File: src/shared/fcso_pkg.sv
package fcso_pkg;

  // ****************************************************************
  // Register map (printed offsets are indices, byte address = 4 x index)
  // ****************************************************************
  localparam int          APB_ADDR_W      = 18;
  localparam int          APB_DATA_W      = 32;
  localparam logic [15:0] CFG_INDEX       = 16'he706;
  localparam logic [15:0] STATUS_INDEX    = 16'he707;
  localparam logic [17:0] CFG_ADDR        = {CFG_INDEX, 2'b00};
  localparam logic [17:0] STATUS_ADDR     = {STATUS_INDEX, 2'b00};

  // ****************************************************************
  // Configuration register fields
  // ****************************************************************
  localparam int          CFG_W           = 8;
  localparam logic [7:0]  CFG_RESET       = 8'h00;
  localparam logic [7:0]  CFG_WRITE_MASK  = 8'h3f;
  localparam int          CFG_RATE_BIT    = 0;
  localparam int          CFG_SIZE_BIT    = 1;
  localparam int          CFG_GAP_BIT     = 2;
  localparam int          CFG_XFER_LSB    = 3;
  localparam int          CFG_POL_BIT     = 5;

  // ****************************************************************
  // Status register fields
  // ****************************************************************
  localparam int          STAT_BUSY_BIT   = 0;
  localparam int          STAT_FIFO_LSB   = 4;
  localparam int          STAT_SENT_LSB   = 8;

  // ****************************************************************
  // Transfer sets
  // ****************************************************************
  localparam logic [1:0]  XFER_FULL       = 2'b00;
  localparam logic [1:0]  XFER_WAVE       = 2'b01;
  localparam logic [1:0]  XFER_POWER      = 2'b10;
  localparam logic [4:0]  SET_FULL_LEN    = 5'h10;
  localparam logic [4:0]  SET_WAVE_LEN    = 5'h07;
  localparam logic [4:0]  SET_POWER_LEN   = 5'h09;
  localparam logic [3:0]  POWER_BASE      = 4'h7;

  // ****************************************************************
  // Timing
  // ****************************************************************
  localparam int          PCLK_PERIOD_NS  = 4;
  localparam int          SCLK_FAST_NS    = 125;
  localparam int          SCLK_SLOW_NS    = 250;
  localparam int          HALF_FAST_CYC   =
    (SCLK_FAST_NS + 2 * PCLK_PERIOD_NS - 1) / (2 * PCLK_PERIOD_NS);
  localparam int          HALF_SLOW_CYC   =
    (SCLK_SLOW_NS + 2 * PCLK_PERIOD_NS - 1) / (2 * PCLK_PERIOD_NS);
  localparam logic [5:0]  WORD_BITS       = 6'h20;
  localparam int          GAP_PERIODS     = 7;
  localparam logic [4:0]  GAP_HALVES      = 5'(2 * GAP_PERIODS);

  typedef enum logic [2:0] {
    FCSO_IDLE, FCSO_WAIT, FCSO_LOW, FCSO_HIGH, FCSO_GAP
  } fcso_state_t;

  // Quantity code presented on the fetch port for a position in the set
  function automatic logic [3:0] fcso_word_code(input logic [1:0] xfer,
                                                input logic [3:0] pos);
    fcso_word_code = (xfer == XFER_POWER) ? 4'(pos + POWER_BASE) : pos;
  endfunction

  function automatic logic [4:0] fcso_set_len(input logic [1:0] xfer);
    case (xfer)
      XFER_WAVE:  fcso_set_len = SET_WAVE_LEN;
      XFER_POWER: fcso_set_len = SET_POWER_LEN;
      default:    fcso_set_len = SET_FULL_LEN;
    endcase
  endfunction

endpackage

File: src/hdl/fcso_capture_port.sv
`timescale 1ns/100ps

// ******************************************************************
// Word FIFO between the value fetcher and the serialiser
// ******************************************************************
module fcso_fifo #(
  parameter int WIDTH = 32,
  parameter int DEPTH = 4
) (
  input  wire logic                       pclk,
  input  wire logic                       presetn,
  input  wire logic                       ce,
  input  wire logic                       in_valid,
  output logic                            in_ready,
  input  wire logic [WIDTH-1:0]           in_data,
  output logic                            out_valid,
  input  wire logic                       out_ready,
  output logic [WIDTH-1:0]                out_data,
  output logic [$clog2(DEPTH+1)-1:0]      level
);
  localparam int PW = $clog2(DEPTH);
  localparam int CW = $clog2(DEPTH + 1);

  logic [WIDTH-1:0] mem_q [DEPTH];
  logic [PW-1:0]    wr_ptr_q;
  logic [PW-1:0]    rd_ptr_q;
  logic [CW-1:0]    count_q;
  logic             push;
  logic             pop;

  // Full and empty come from the count, so all DEPTH entries are usable.
  assign in_ready  = (count_q != CW'(DEPTH));
  assign out_valid = (count_q != '0);
  assign out_data  = mem_q[rd_ptr_q];
  assign level     = count_q;
  assign push      = ce && in_valid && in_ready;
  assign pop       = ce && out_valid && out_ready;

  function automatic logic [PW-1:0] next_ptr(input logic [PW-1:0] p);
    next_ptr = (p == PW'(DEPTH - 1)) ? '0 : PW'(p + 1'b1);
  endfunction

  always_ff @(posedge pclk) begin
    if (push) begin
      mem_q[wr_ptr_q] <= in_data;
    end
  end

  always_ff @(posedge pclk or negedge presetn) begin
    if (!presetn) begin
      wr_ptr_q <= '0;
      rd_ptr_q <= '0;
      count_q  <= '0;
    end else begin
      if (push) begin
        wr_ptr_q <= next_ptr(wr_ptr_q);
      end
      if (pop) begin
        rd_ptr_q <= next_ptr(rd_ptr_q);
      end
      if (push && !pop) begin
        count_q <= CW'(count_q + 1'b1);
      end else if (pop && !push) begin
        count_q <= CW'(count_q - 1'b1);
      end
    end
  end
endmodule

// Operation
// Serial clock 8 MHz, 4 MHz when selected
// 32-bit or byte packages, MSB first
// Optional seven-period idle gap between packages
// Set 00: sixteen words, waves then powers
// Set 01: seven waveform words only
// Set 10: nine phase-power words only
// Reserved set 11 behaves as 00
// Strobe polarity: low when 0, high when 1
// Host samples data on rising serial clock
// Reserved config bits ignored, no effect
module fcso_capture_port
  import fcso_pkg::*;
#(
  parameter int FIFO_DEPTH = 4
) (
  input  wire logic                  pclk,
  input  wire logic                  presetn,
  input  wire logic                  ce,
  input  wire logic                  psel,
  input  wire logic                  penable,
  input  wire logic                  pwrite,
  input  wire logic [APB_ADDR_W-1:0] paddr,
  input  wire logic [APB_DATA_W-1:0] pwdata,
  output logic      [APB_DATA_W-1:0] prdata,
  output logic                       pready,
  output logic                       pslverr,
  input  wire logic                  frame_start,
  output logic      [3:0]            value_sel,
  input  wire logic                  value_valid,
  input  wire logic [31:0]           value_data,
  output logic                       value_ready,
  output logic                       capture_serial_clock,
  output logic                       capture_serial_data,
  output logic                       select_active_strobe
);
  localparam int LW = $clog2(FIFO_DEPTH + 1);

  fcso_state_t           state_q;
  logic [CFG_W-1:0]      cfg_q;
  logic [CFG_W-1:0]      snap_q;
  logic                  frame_q;
  logic [3:0]            fetch_pos_q;
  logic                  fetch_busy_q;
  logic [4:0]            sent_q;
  logic [31:0]           shift_q;
  logic [5:0]            bits_q;
  logic [4:0]            gap_q;
  logic [5:0]            half_q;
  logic                  sclk_q;
  logic                  strobe_q;
  logic [APB_DATA_W-1:0] prdata_q;
  logic                  word_tick;
  logic                  fifo_in_ready;
  logic                  fifo_out_valid;
  logic                  fifo_pop;
  logic [31:0]           fifo_out_data;
  logic [LW-1:0]         fifo_level;
  logic                  half_done;
  logic [5:0]            half_len;
  logic                  pkg_end;
  logic                  word_end;
  logic                  set_end;
  logic                  start_ok;
  logic                  apb_setup;
  logic                  apb_write;
  logic                  addr_hit;

  // ****************************************************************
  // APB slave
  // ****************************************************************
  // Reads are captured in the setup phase so prdata comes from a flop;
  // a frozen clock enable simply stretches the access phase.
  // Limitation: a setup cycle seen with ce low is lost, so software must
  // not start a read while the enable is held low.
  assign pready    = ce;
  assign apb_setup = ce && psel && !penable;
  assign apb_write = ce && psel && penable && pwrite;
  assign addr_hit  = (paddr == CFG_ADDR) || (paddr == STATUS_ADDR);
  assign pslverr   = psel && penable && !addr_hit;
  assign prdata    = prdata_q;

  always_ff @(posedge pclk or negedge presetn) begin
    if (!presetn) begin
      cfg_q <= CFG_RESET;
    end else if (apb_write && paddr == CFG_ADDR) begin
      cfg_q <= pwdata[CFG_W-1:0] & CFG_WRITE_MASK;
    end
  end

  always_ff @(posedge pclk or negedge presetn) begin
    if (!presetn) begin
      prdata_q <= '0;
    end else if (apb_setup && !pwrite) begin
      prdata_q <= '0;
      if (paddr == CFG_ADDR) begin
        prdata_q[CFG_W-1:0] <= cfg_q;
      end else if (paddr == STATUS_ADDR) begin
        prdata_q[STAT_BUSY_BIT]                 <= frame_q;
        prdata_q[STAT_FIFO_LSB +: LW]           <= fifo_level;
        prdata_q[STAT_SENT_LSB +: 5]            <= sent_q;
      end
    end
  end

  // ****************************************************************
  // Value fetcher: walks the selected set into the FIFO
  // ****************************************************************
  // The config is snapshotted at frame start so a write mid-frame
  // cannot change the word count the host is expecting.
  assign start_ok    = ce && frame_start && !frame_q;
  assign value_sel   = fcso_word_code(snap_q[CFG_XFER_LSB +: 2],
                                      fetch_pos_q);
  assign value_ready = fetch_busy_q && fifo_in_ready;
  assign word_tick   = ce && value_valid && value_ready;

  always_ff @(posedge pclk or negedge presetn) begin
    if (!presetn) begin
      fetch_pos_q  <= '0;
      fetch_busy_q <= 1'b0;
      snap_q       <= CFG_RESET;
    end else if (start_ok) begin
      fetch_pos_q  <= '0;
      fetch_busy_q <= 1'b1;
      snap_q       <= cfg_q;
    end else if (word_tick) begin
      fetch_pos_q <= 4'(fetch_pos_q + 1'b1);
      // Reserved code falls to the full sixteen-word set. Widen before
      // the add so that the last of sixteen positions reaches the length.
      if (({1'b0, fetch_pos_q} + 5'h01) ==
          fcso_set_len(snap_q[CFG_XFER_LSB +: 2])) begin
        fetch_busy_q <= 1'b0;
      end
    end
  end

  fcso_fifo #(
    .WIDTH (32),
    .DEPTH (FIFO_DEPTH)
  ) u_fifo (
    .pclk      (pclk),
    .presetn   (presetn),
    .ce        (ce),
    .in_valid  (value_valid && fetch_busy_q),
    .in_ready  (fifo_in_ready),
    .in_data   (value_data),
    .out_valid (fifo_out_valid),
    .out_ready (fifo_pop),
    .out_data  (fifo_out_data),
    .level     (fifo_level)
  );

  // ****************************************************************
  // Serialiser
  // ****************************************************************
  // Clock idles low; data changes with the falling edge and the host
  // samples on the rising one.
  // Half-period is rounded up, so the clock never runs above rate.
  // Byte packages reuse the word counter: one ends at bits 25, 17, 9, 1.
  assign half_len  = snap_q[CFG_RATE_BIT] ? 6'(HALF_SLOW_CYC - 1)
                                          : 6'(HALF_FAST_CYC - 1);
  assign half_done = (half_q == '0);
  assign word_end  = (bits_q == 6'h01);
  assign pkg_end   = word_end ||
                     (snap_q[CFG_SIZE_BIT] && bits_q[2:0] == 3'b001);
  assign set_end   = word_end &&
                     (5'(sent_q + 1'b1) ==
                      fcso_set_len(snap_q[CFG_XFER_LSB +: 2]));
  assign fifo_pop  = ce && state_q == FCSO_WAIT && fifo_out_valid;

  always_ff @(posedge pclk or negedge presetn) begin
    if (!presetn) begin
      state_q <= FCSO_IDLE;
      frame_q <= 1'b0;
      sent_q  <= '0;
      shift_q <= '0;
      bits_q  <= '0;
      gap_q   <= '0;
      half_q  <= '0;
      sclk_q  <= 1'b0;
    end else if (ce) begin
      case (state_q)
        FCSO_IDLE: begin
          sclk_q <= 1'b0;
          if (start_ok) begin
            frame_q <= 1'b1;
            sent_q  <= '0;
            state_q <= FCSO_WAIT;
          end
        end
        FCSO_WAIT: begin
          // An empty FIFO holds the clock low with the strobe active.
          // Limitation: this pop cycle stretches the low half at every
          // word boundary by one clock.
          if (fifo_out_valid) begin
            shift_q <= fifo_out_data;
            bits_q  <= WORD_BITS;
            half_q  <= half_len;
            state_q <= FCSO_LOW;
          end
        end
        FCSO_LOW: begin
          if (half_done) begin
            sclk_q  <= 1'b1;
            half_q  <= half_len;
            state_q <= FCSO_HIGH;
          end else begin
            half_q <= 6'(half_q - 1'b1);
          end
        end
        FCSO_HIGH: begin
          if (!half_done) begin
            half_q <= 6'(half_q - 1'b1);
          end else begin
            sclk_q  <= 1'b0;
            half_q  <= half_len;
            bits_q  <= 6'(bits_q - 1'b1);
            shift_q <= {shift_q[30:0], 1'b0};
            if (word_end) begin
              sent_q <= 5'(sent_q + 1'b1);
            end
            if (set_end) begin
              frame_q <= 1'b0;
              state_q <= FCSO_IDLE;
            end else if (pkg_end && snap_q[CFG_GAP_BIT]) begin
              gap_q   <= GAP_HALVES;
              state_q <= FCSO_GAP;
            end else if (word_end) begin
              state_q <= FCSO_WAIT;
            end else begin
              state_q <= FCSO_LOW;
            end
          end
        end
        FCSO_GAP: begin
          // Seven whole serial periods with the clock parked low
          if (!half_done) begin
            half_q <= 6'(half_q - 1'b1);
          end else if (gap_q != 5'h01) begin
            gap_q  <= 5'(gap_q - 1'b1);
            half_q <= half_len;
          end else if (bits_q == '0) begin
            state_q <= FCSO_WAIT;
          end else begin
            half_q  <= half_len;
            state_q <= FCSO_LOW;
          end
        end
        default: begin
          state_q <= FCSO_IDLE;
          frame_q <= 1'b0;
        end
      endcase
    end
  end

  // ****************************************************************
  // Pin drivers
  // ****************************************************************
  always_ff @(posedge pclk or negedge presetn) begin
    if (!presetn) begin
      strobe_q <= 1'b1;
    end else if (ce) begin
      // Polarity follows the live register so the idle level is right
      // even before the first frame.
      strobe_q <= cfg_q[CFG_POL_BIT] ? frame_q : !frame_q;
    end
  end

  assign capture_serial_clock = sclk_q;
  assign capture_serial_data  = shift_q[31];
  assign select_active_strobe = strobe_q;

endmodule

File: config.mk
export PLATFORM = sky130hd
export DESIGN_NAME = fcso_capture_port
export DESIGN_NICKNAME = d
export VERILOG_FILES = /design/src/shared/fcso_pkg.sv /design/src/hdl/fcso_capture_port.sv
export SDC_FILE = /design/constraint.sdc
export NUM_CORES = 1
export LEC_CHECK = 0
export CORE_MARGIN = 2
export CORE_UTILIZATION = 63
export DETAILED_ROUTE_END_ITERATION = 8
export DONT_BUFFER_PORTS = 1
export GPL_TIMING_DRIVEN = 0
export PLACE_DENSITY_LB_ADDON = 0.12
export RECOVER_POWER = 50
export SLEW_MARGIN = 25
export SYNTH_ARGS = -nofsm -noshare
export SYNTH_HDL_FRONTEND = slang
export SYNTH_SLANG_ARGS = --single-unit
File: constraint.sdc
create_clock -name pclk -period 3.4 [get_ports pclk]
set_clock_uncertainty 0.1 [all_clocks]
set_input_delay 0.34 -clock pclk [delete_from_list [all_inputs] [get_ports pclk]]
set_output_delay 0.34 -clock pclk [all_outputs]
set_load 0.03 [all_outputs]
# Yosys cells after proc, flatten, opt, wreduce, memory -nomap -nowiden
# Memories as Yosys holds them, arrays and structs flattened.
# Index checks and enable logic that the tools add are counted.
# W data, S select, Z words.
[word_totals]
reg_bits = 95
ram_bits = 128
inputBits = 90
elab_cells = 177
memories = 1
[memory_table]
columns = ["memory", "words", "word_bits", "read_ports", "rd_ports_with_merged_regs", "wr", "line", "rtl"]
rows = [
  ["u_fifo.mem_q", 4, 32, 1, 0, 1, "fcso_capture_port.sv:24", "logic [WIDTH-1:0] mem_q [DEPTH];"],
]
[classes]
n_addsub = 11
n_eq_ne = 28
mux = 64
bitwise = 1
reduce_logical = 55
[op_table]
columns = ["op", "n"]
rows = [
  ["$mux W5", 13],
  ["$mux W32", 2],
  ["$pmux W32 S2", 1],
  ["$mux W6", 7],
  ["$mux W3", 13],
  ["$eq A18 B18 Y1 const B", 2],
  ["$pmux W5 S2", 3],
  ["$logic_and A1 B1 Y1", 25],
  ["$ne A2 B2 Y1 const B", 11],
  ["$pmux W6 S3", 1],
  ["$pmux W3 S5", 1],
  ["$reduce_and A7 Y1", 2],
  ["$mux W1", 13],
  ["$logic_not A6 Y1", 2],
  ["$mux W4", 3],
  ["$pmux W6 S2", 1],
  ["$reduce_and A4 Y1", 3],
  ["$reduce_bool A2 Y1", 6],
  ["$sub A6 B1 Y6 const B", 2],
  ["$eq A5 B5 Y1", 2],
  ["$reduce_and A5 Y1", 2],
  ["$reduce_bool A3 Y1", 3],
  ["$mux W2", 4],
  ["$eq A2 B2 Y1 const B", 3],
  ["other kinds (24)", 34],
]

# Longest topological paths before layout
# Gate-level depths: netlist of run 1.
[logic_depth]
ltp_word = 9
ltp_mapped = 11

# By module
# Synthesis of run 1 repeated with hierarchy kept, for this count alone.
[hier_totals]
cells_unflattened = 749
area_unflattened_um2 = 10012.1
[by_module_without_submodules]
columns = ["mod", "instances", "cells_per_inst", "area_each_um2"]
rows = [
  ["fcso_fifo", 1, 206, 5086.1],
  ["fcso_capture_port", 1, 543, 4926.0],
]

# Worst setup path before layout of run 1
# OpenSTA, ideal clock, no wires.
[synth_path]
path_type = "register -> register"
start = "reg u_fifo.count_q[0] (netlist: u_fifo.level[0])"
end = "mem u_fifo.mem_q[3][0], enable pin"
setup_ps = 392
arrival_time_ps = 2771
required_ps = 2908
slack_ps = 137
stages_incl_launch_ff = 7
cell_sequence = "dfrtp_1 -> nor2_1 -> a21boi_0 -> and3_1 -> clkbuf_1 -> clkbuf_1 -> and2_1"
[synth_via]
elab_chain_cells = 4
[synth_rtl]
columns = ["element", "line", "rtl"]
rows = [
  ["from (decl)", "fcso_capture_port.sv:27", "logic [CW-1:0] count_q;"],
  ["from (signal assigned)", "fcso_capture_port.sv:62", "count_q <= CW'(count_q + 1'b1);"],
  ["from (signal assigned)", "fcso_capture_port.sv:64", "count_q <= CW'(count_q - 1'b1);"],
  ["$ne A3 B3 Y1", "fcso_capture_port.sv:32", "assign in_ready = (count_q != CW'(DEPTH));"],
  ["$logic_and A1 B1 Y1", "fcso_capture_port.sv:36", "assign push = ce && in_valid && in_ready;"],
  ["named net u_fifo.push", "fcso_capture_port.sv:28", "logic push;"],
  ["$mux W1", "fcso_capture_port.sv:44", "if (push) begin"],
  ["$mux W1 (implied by the code)", "fcso_capture_port.sv:45", "mem_q[wr_ptr_q] <= in_data;"],
  ["to (decl)", "fcso_capture_port.sv:24", ""],
]
# The timed path passes the listed nets, and every way through them passes these cells.

# Worst setup path after layout of run 1
[layout_path]
start = "reg u_fifo.count_q[0] (netlist: u_fifo.level[0])"
end = "reg u_fifo.count_q[2] (netlist: u_fifo.level[2])"
[layout_rtl]
columns = ["element", "line", "rtl"]
rows = [
  ["$ne A3 B3 Y1 *", "fcso_capture_port.sv:32", ""],
  ["$logic_and A1 B1 Y1 *", "fcso_capture_port.sv:36", ""],
  ["named net u_fifo.push", "fcso_capture_port.sv:28", ""],
  ["$logic_not A1 Y1", "fcso_capture_port.sv:63", "end else if (pop && !push) begin"],
  ["$logic_and A1 B1 Y1", "fcso_capture_port.sv:63", ""],
  ["$reduce_bool A2 Y1 (no source line)", "n/a", ""],
]
# Mark *: on every way through the listed nets, which the timed path passes. The rest lies on a longest branch. The select of a mux whose other input is x is not followed.
# A chain may end at the register's enable or synchronous reset.

==> results of run 1 <==
## final cells by class
type / count / area, µm² / share of cell area, %
multi-input combinational: 469 / 3430 / 29.4
sequential: 223 / 6220 / 53.4
clock inverter: 15 / 228 / 1.95
inverter: 19 / 71.3 / 0.612
clock buffer: 27 / 591 / 5.07
timing repair buffer: 44 / 505 / 4.34
tap: 216 / 270 / 2.32
buffer: 64 / 338 / 2.90
## repair_timing
item,in CTS,in global routing
endpoints found under the hold margin,229,0
setup endpoints to repair,0,65
hold buffers,40,0
gates resized for setup,0,1
## synthesized netlist by cell type (11+ instances only)
cell,instances,share of area (%)
nand2_1,47,1.8
a22o_1,14,1.2
nor2_1,117,4.4
buf_2,12,0.60
dfrtp_1,94,24
inv_1,18,0.68
xnor2_1,13,1.1
edfxtp_1,128,38
mux4_2,32,7.2
ha_1,18,2.3
nor3_1,11,0.55
a21oi_1,11,0.55
o21ai_0,23,1.2
buf_4,23,1.7
clkbuf_1,29,1.1
a211oi_1,30,2.3
## state kept, by name, indices dropped and copies added (netlist names)
| name | flops |
|---|---|
| bits_q | 6 |
| capture_serial_clock | 1 |
| cfg_q | 6 |
| fetch_busy_q | 1 |
| fetch_pos_q | 4 |
| frame_q | 1 |
| gap_q | 5 |
| half_q | 6 |
| prdata | 12 |
| select_active_strobe | 1 |
| sent_q | 5 |
| shift_q | 32 |
| snap_q | 5 |
| state_q | 3 |
| u_fifo.level | 3 |
| u_fifo.mem_q | 128 |
| u_fifo.rd_ptr_q | 2 |
| u_fifo.wr_ptr_q | 2 |
## worst max path at each step
stage / startpoint / endpoint / slack (ns) / cells after the start
floorplan: u_fifo.level[0]$_DFFE_PN0P_ / u_fifo.mem_q[3][0]$_DFFE_PP_ / 0.14 / 6
global placement: u_fifo.level[0]$_DFFE_PN0P_ / u_fifo.mem_q[2][20]$_DFFE_PP_ / -0.77 / 6
detailed placement: u_fifo.level[0]$_DFFE_PN0P_ / u_fifo.level[2]$_DFFE_PN0P_ / 0.09 / 11
finish: u_fifo.level[0]$_DFFE_PN0P_ / u_fifo.level[2]$_DFFE_PN0P_ / 0.28 / 11
global route: u_fifo.level[0]$_DFFE_PN0P_ / u_fifo.level[2]$_DFFE_PN0P_ / 0.06 / 11
CTS: u_fifo.level[0]$_DFFE_PN0P_ / u_fifo.level[2]$_DFFE_PN0P_ / 0.08 / 11
## through the flow
stage	power, µW	setup WS (ns)	cell area (µm²)	cells
floorplan	5450	0.137	10100	775
global placement	5860	-0.768	10300	991
detailed placement	6010	0.0856	10400	995
CTS	8760	0.0848	11700	1077
global route	9170	0.0641	11700	1077
finish	8720	0.282	11700	1077
## logic make-up (layout without fill, tap and decap cells)
| family | Yosys count | in the layout | share of synthesized area, % |
|---|---|---|---|
| AND/OR/NAND/NOR | 240 | 240 | 11.4 |
| flip-flops | 223 | 223 | 62.3 |
| AO/OA/AOI/OAI | 122 | 122 | 8.91 |
| buffers and inverters | 83 | 169 | 4.14 |
| multiplexers | 48 | 48 | 8.95 |
| XOR/XNOR | 20 | 20 | 1.75 |
| adder cells (fa/ha/maj) | 19 | 19 | 2.46 |
| other | 1 | 20 | 0.0376 |
## power groups by stage
stage | Clock [µW] | Sequential [µW] | Combinational, µW
3_5_place_dp | 0 | 3770 | 2240
6_report | 2670 | 3730 | 2320
3_3_place_gp | 0 | 3740 | 2120
5_1_grt | 2810 | 3780 | 2570
2_1_floorplan | 0 | 3680 | 1770
4_1_cts | 2710 | 3720 | 2330
## worst max-delay path, stage by stage, from the launching register on
cell and delay [ns]:
dfrtp_1 0.46, nor2_1 0.08, a21boi_2 0.39, and3_1 0.22
clkbuf_1 0.22, clkbuf_1 0.41, ha_1 0.27, inv_1 0.06
fa_1 0.38, xor2_1 0.17, nor2_1 0.12, xor2_1 0.15
## per-layer routing
layer  routed length (µm)  vias to the layer above  global-route usage (%)  part of all wire, %
met5                    0                        -                       0                    0
met4                  448                        0                    7.21                  2.3
met3                  980                       37                    4.35                  5.0
met2                10200                      200                    42.6                   52
met1                 7970                     3125                    30.6                   41
li1                     -                     2926                       -                    -
==> flow_summary.ini, run 1 <==
[detailed_routing]
vias = 6288
wl_um = 19600
drc = 0
drt_iter0_markers = 523
detail_route.vias_per_cell = 5.84
drtPass1Iterations = 5
detail_route.wl_per_cell_um = 18.2
drtAntennaViolNets = 0

[layout]
syn_to_final_growth_pct = 16.7
antenna_cells = 0
final_util_pct = 74.2
layout-drive-gt1-share_pct = 17.1
fillers = 1028
final_common_cell = edfxtp_1
most-common-layout-cells = 128 x edfxtp_1, 117 x nor2_1, 94 x dfrtp_1
nets = 953

[synth]
synth-edff-count = 128
async_flop_share_pct = 42.6
synthesis.area_um2 = 9980
synthCells = 756
yosys_register_bits = 223
yosys_most_used_dff = edfxtp_1
synth_cell_types = 70
synth_seq_area_share_pct = 62.3
postSynthAreaPerCell_um2 = 13.2
yosys_warnings = 0

[floorplanning]
dieArea_um2 = 16900
ioPinCount = 132
start_util_pct = 63.5
core_area_um2 = 15700
die_h_um = 130
dieWidth_um = 130
fp-row-count = 46

[sta]
maxSlewHeadroom_pct = -56.1
max_slew.worst_pin.slew_ns = 2.34
setup_viol = 0
period_share_pct = 91.7
rsz0062_at_grt = no
tns_ns = 0
holdWs_ns = 0.0432
fin_crit_ns = 3.12
max_freq_ghz = 0.321
hold_violations = 0
slew_viol_final = 96

[clock_network]
cts.path.max_buffers = 3
ctsHtreeMaxLevel = 1
root_buffer = clkbuf_16
cts_setup_buffers = 0
cts_sinks = 223
clk-insertion-delay-late_ns = 0.52
clk_pin_slew_ns = 0.06
numCtsBuffers = 23
cts_tree = yes

[pwr]
seq_power_share_pct = 42.8
leakagePower_uw = 0.00443
power_density_nw_per_um2 = 748
p_sw_share_pct = 30.9
p_switching_uw = 2690
p_clk_share_pct = 30.7
peakVddDrop_mv = 0.767
intPower_uw = 6030
combPwrFrac_pct = 26.6

[placed_design]
portBuffers = 0
hpwl_um = 12700
gp_congestion = 0.844

[setup_path]
worst_ep_arrival_time_ns = 3.45
worst-setup-path-type = flip-flop to flip-flop
r2r_end = u_fifo.level[2]$_DFFE_PN0P_
required_ns = 3.73
worstSetupEndpointType = flip-flop
crit-reg2reg-launch = u_fifo.level[0]$_DFFE_PN0P_
path_max_fanout = 10
r2r.worst_path.cells = 11
crit_path_start_kind = flip-flop
r2r_setup_slack_ns = 0.28

[global_route]
first_global_vias = 6358
grt_first_pass_wirelength_um = 31600
gr-total-overflow = 0
grtUsageTotal_pct = 24.1
antenna_found_initial = 0
grt_max_degree = 96

[min_path]
whs_endpoint = prdata[0]$_DFFE_PN0P_
min_from = paddr[11]
hold_class = primary input to flip-flop
hold_depth = 3

[flow_run]
max_cap_viol_count = 1

[outcome]
violations = max-capacitance violations, max-slew violations
status = finished, violations left
Power figures use the tool's default switching activity.
==> run 2, diff against run 1 <==
--- a/config.mk
+++ b/config.mk
@@ -15,4 +15,5 @@
 export SLEW_MARGIN = 25
 export SYNTH_ARGS = -nofsm -noshare
 export SYNTH_HDL_FRONTEND = slang
+export SYNTH_HIERARCHICAL = 1
 export SYNTH_SLANG_ARGS = --single-unit
==> run 2 against run 1 <==
- the flow still finishes with violations (max-capacitance violations, max-slew violations)
- register-to-register slack better by 0.22 ns
- die area is 0.27% higher
- largest cell class unchanged
- non-clock buffer count is 7 lower
- hold slack better by 0.0093 ns
- area after synthesis is 0.28% higher
- final area is 0.43% lower
- sequential power is 4% lower
- first-iteration DRC count is 23% lower
- power is 15% lower
- clock power is 11% lower
==> flow_summary.ini, run 2 <==
[detailed_routing]
wl_um = 20900
detail_route.vias_per_cell = 5.89
vias = 6328
drtAntennaViolNets = 0
detail_route.wl_per_cell_um = 19.4
drc = 0
drt_iter0_markers = 401
drtPass1Iterations = 5

[clock_network]
cts_tree = yes
clk-insertion-delay-late_ns = 0.53
root_buffer = clkbuf_16
cts_sinks = 223
numCtsBuffers = 24
cts_setup_buffers = 0
clk_pin_slew_ns = 0.06
ctsHtreeMaxLevel = 1
cts.path.max_buffers = 3

[pwr]
power_density_nw_per_um2 = 639
p_switching_uw = 2210
leakagePower_uw = 0.00446
intPower_uw = 5210
seq_power_share_pct = 48.2
peakVddDrop_mv = 0.513
p_sw_share_pct = 29.8
p_clk_share_pct = 31.9
combPwrFrac_pct = 19.9

[setup_path]
required_ns = 3.75
worst-setup-path-type = flip-flop to flip-flop
crit_chain = or3_4 > nand3_1 > inv_1 > nand3_4 > ha_1 > inv_1 > fa_1 > xor2_1 > nor2_1 > xor2_1
r2r_setup_slack_ns = 0.51
crit-reg2reg-launch = u_fifo/level[2]$_DFFE_PN0P_
worstSetupEndpointType = flip-flop
slowest_stage = or3_4
r2r.worst_path.cells = 10
path_max_fanout = 6
crit_path_start_kind = flip-flop
cp.buffers_inverters = 2
cp_top_family = simple AND/OR/NAND/NOR gates
max_stage_delay_ns = 0.44
r2r_end = u_fifo/level[2]$_DFFE_PN0P_
startpoint = u_fifo/level[2]$_DFFE_PN0P_
worst_ep_arrival_time_ns = 3.25

[layout]
top_register = u_fifo/mem_q
layout-drive-gt1-share_pct = 16.5
final_common_cell = edfxtp_1
nets = 951
largest_reg_flops = 128
syn_to_final_growth_pct = 15.9
antenna_cells = 0
most-common-layout-cells = 128 x edfxtp_1, 94 x dfrtp_1, 90 x nor2_1

[outcome]
status = finished, violations left
violations = max-capacitance violations, max-slew violations

[floorplanning]
dieArea_um2 = 16900
die_h_um = 130
start_util_pct = 63.7
dieWidth_um = 130
core_area_um2 = 15700
fp-row-count = 46
ioPinCount = 132

[min_path]
whs_endpoint = prdata[3]$_DFFE_PN0P_
min_from = paddr[2]
hold_depth = 3
hold_class = primary input to flip-flop

[sta]
max_slew.worst_pin.slew_ns = 2.36
slew_viol_final = 96
rsz0062_at_grt = no
max_freq_ghz = 0.346
maxSlewHeadroom_pct = -57.3
fin_crit_ns = 2.89
hold_violations = 0
timing.final.ws_setup_ns = 0.506
period_share_pct = 85.1
tns_ns = 0
setup_viol = 0

[placed_design]
hpwl_um = 13400
portBuffers = 0
gp_congestion = 0.878
place_ws_ns = 0.554

[synth]
yosys_register_bits = 223
yosys_most_used_dff = edfxtp_1
yosysTopAreaCell = edfxtp_1
synth-edff-count = 128
synth_seq_area_share_pct = 62.1
postSynthAreaPerCell_um2 = 13.4
synth_commonest_cells = 128 x edfxtp_1, 94 x dfrtp_1, 90 x nor2_1
async_flop_share_pct = 42.6
synthCells = 749
synth_most_common_cell = edfxtp_1
synth.area.top_cells = edfxtp_1 38%, dfrtp_1 23%, mux4_2 7.2%
synth.top_cell.area_share_pct = 38.4
synth_cell_types = 69
synthesis.area_um2 = 10000
yosys_warnings = 6

[flow_run]
max_cap_viol_count = 1

[global_route]
first_global_vias = 6568
antenna_found_initial = 0
grtUsageTotal_pct = 25.4
grt_max_degree = 96
grt_first_pass_wirelength_um = 33600
gr-total-overflow = 0
[run 2: cell count changes after synthesis, moves of 6 or more]
cell | before | now
a211oi_1 | 30 | 0
clkbuf_1 | 29 | 14
nand2_1 | 47 | 39
nand4_1 | 2 | 8
nor2_1 | 117 | 90
nor3_1 | 11 | 73
[run 2: what timing repair did]
action	CTS	global route
hold buffers	44	0
resized for setup	0	0
hold endpoints to repair	237	0
[run 2: final cells by class]
type | instances | area (µm²)
buffer | 53 | 338
clock buffer | 34 | 638
clock inverter | 9 | 70.1
fill | 1000 | 4110
inverter | 22 | 82.6
multi-input combinational | 470 | 3440
sequential | 223 | 6220
tap | 216 | 270
timing repair buffer | 48 | 546
[run 2: metal layers]
layer  vias up  wire length, µm  global-route usage (%)
met5         -                0                       0
met4         0              501                    6.70
met3        38              994                    4.26
met2       192            11000                    45.5
met1      3179             8410                    32.5
li1       2919                -                       -
[run 2: tightest hold or removal path: cells and delay by family]
kind | cells | cell delay, ns
buffers and inverters | 1 | 0.04
AO/OA/AOI/OAI | 1 | 0.10
AND/OR/NAND/NOR | 1 | 0.14
[run 2: worst max path at each step]
stage | endpoint | slack, ns | cells past startpoint
floorplan | u_fifo/level[2]$_DFFE_PN0P_ | 0.94 | 10
global placement | u_fifo/level[1]$_DFFE_PN0P_ | 0.62 | 8
detailed placement | u_fifo/level[1]$_DFFE_PN0P_ | 0.55 | 8
CTS | u_fifo/level[2]$_DFFE_PN0P_ | 0.50 | 10
global route | half_q[1]$_DFFE_PN0P_ | 0.26 | 2
finish | u_fifo/level[2]$_DFFE_PN0P_ | 0.51 | 10
[run 2: power groups by stage]
stage,Clock [µW],Sequential [µW],Combinational [µW]
3_5_place_dp,0,3620,1380
4_1_cts,2400,3570,1490
2_1_floorplan,0,3540,1060
5_1_grt,2530,3620,1620
3_3_place_gp,0,3600,1270
6_report,2370,3570,1470
[run 2: logic make-up after synthesis]
logic type               share of synthesized area (%)
buffers and inverters                             4.24
multiplexers                                      9.99
AND/OR/NAND/NOR                                   13.6
flip-flops                                        62.1
adder cells (fa/ha/maj)                           2.45
other                                           0.0375
XOR/XNOR                                          1.66
AO/OA/AOI/OAI                                     5.92
[run 2: through the flow]
| step | hold WS (ns) | power, µW | utilization, % | std cells | instance area [µm²] |
|---|---|---|---|---|---|
| 2_1_floorplan | -0.0556 | 4610 | - | 768 | 10100 |
| 3_3_place_gp | -0.0530 | 4860 | 65.9 | 984 | 10400 |
| 3_5_place_dp | -0.0523 | 5000 | 66.6 | 988 | 10500 |
| 4_1_cts | 0.0285 | 7460 | 74.0 | 1075 | 11600 |
| 5_1_grt | 0.0628 | 7770 | 73.9 | 1075 | 11600 |
| 6_report | 0.0525 | 7420 | 73.9 | 1075 | 11600 |
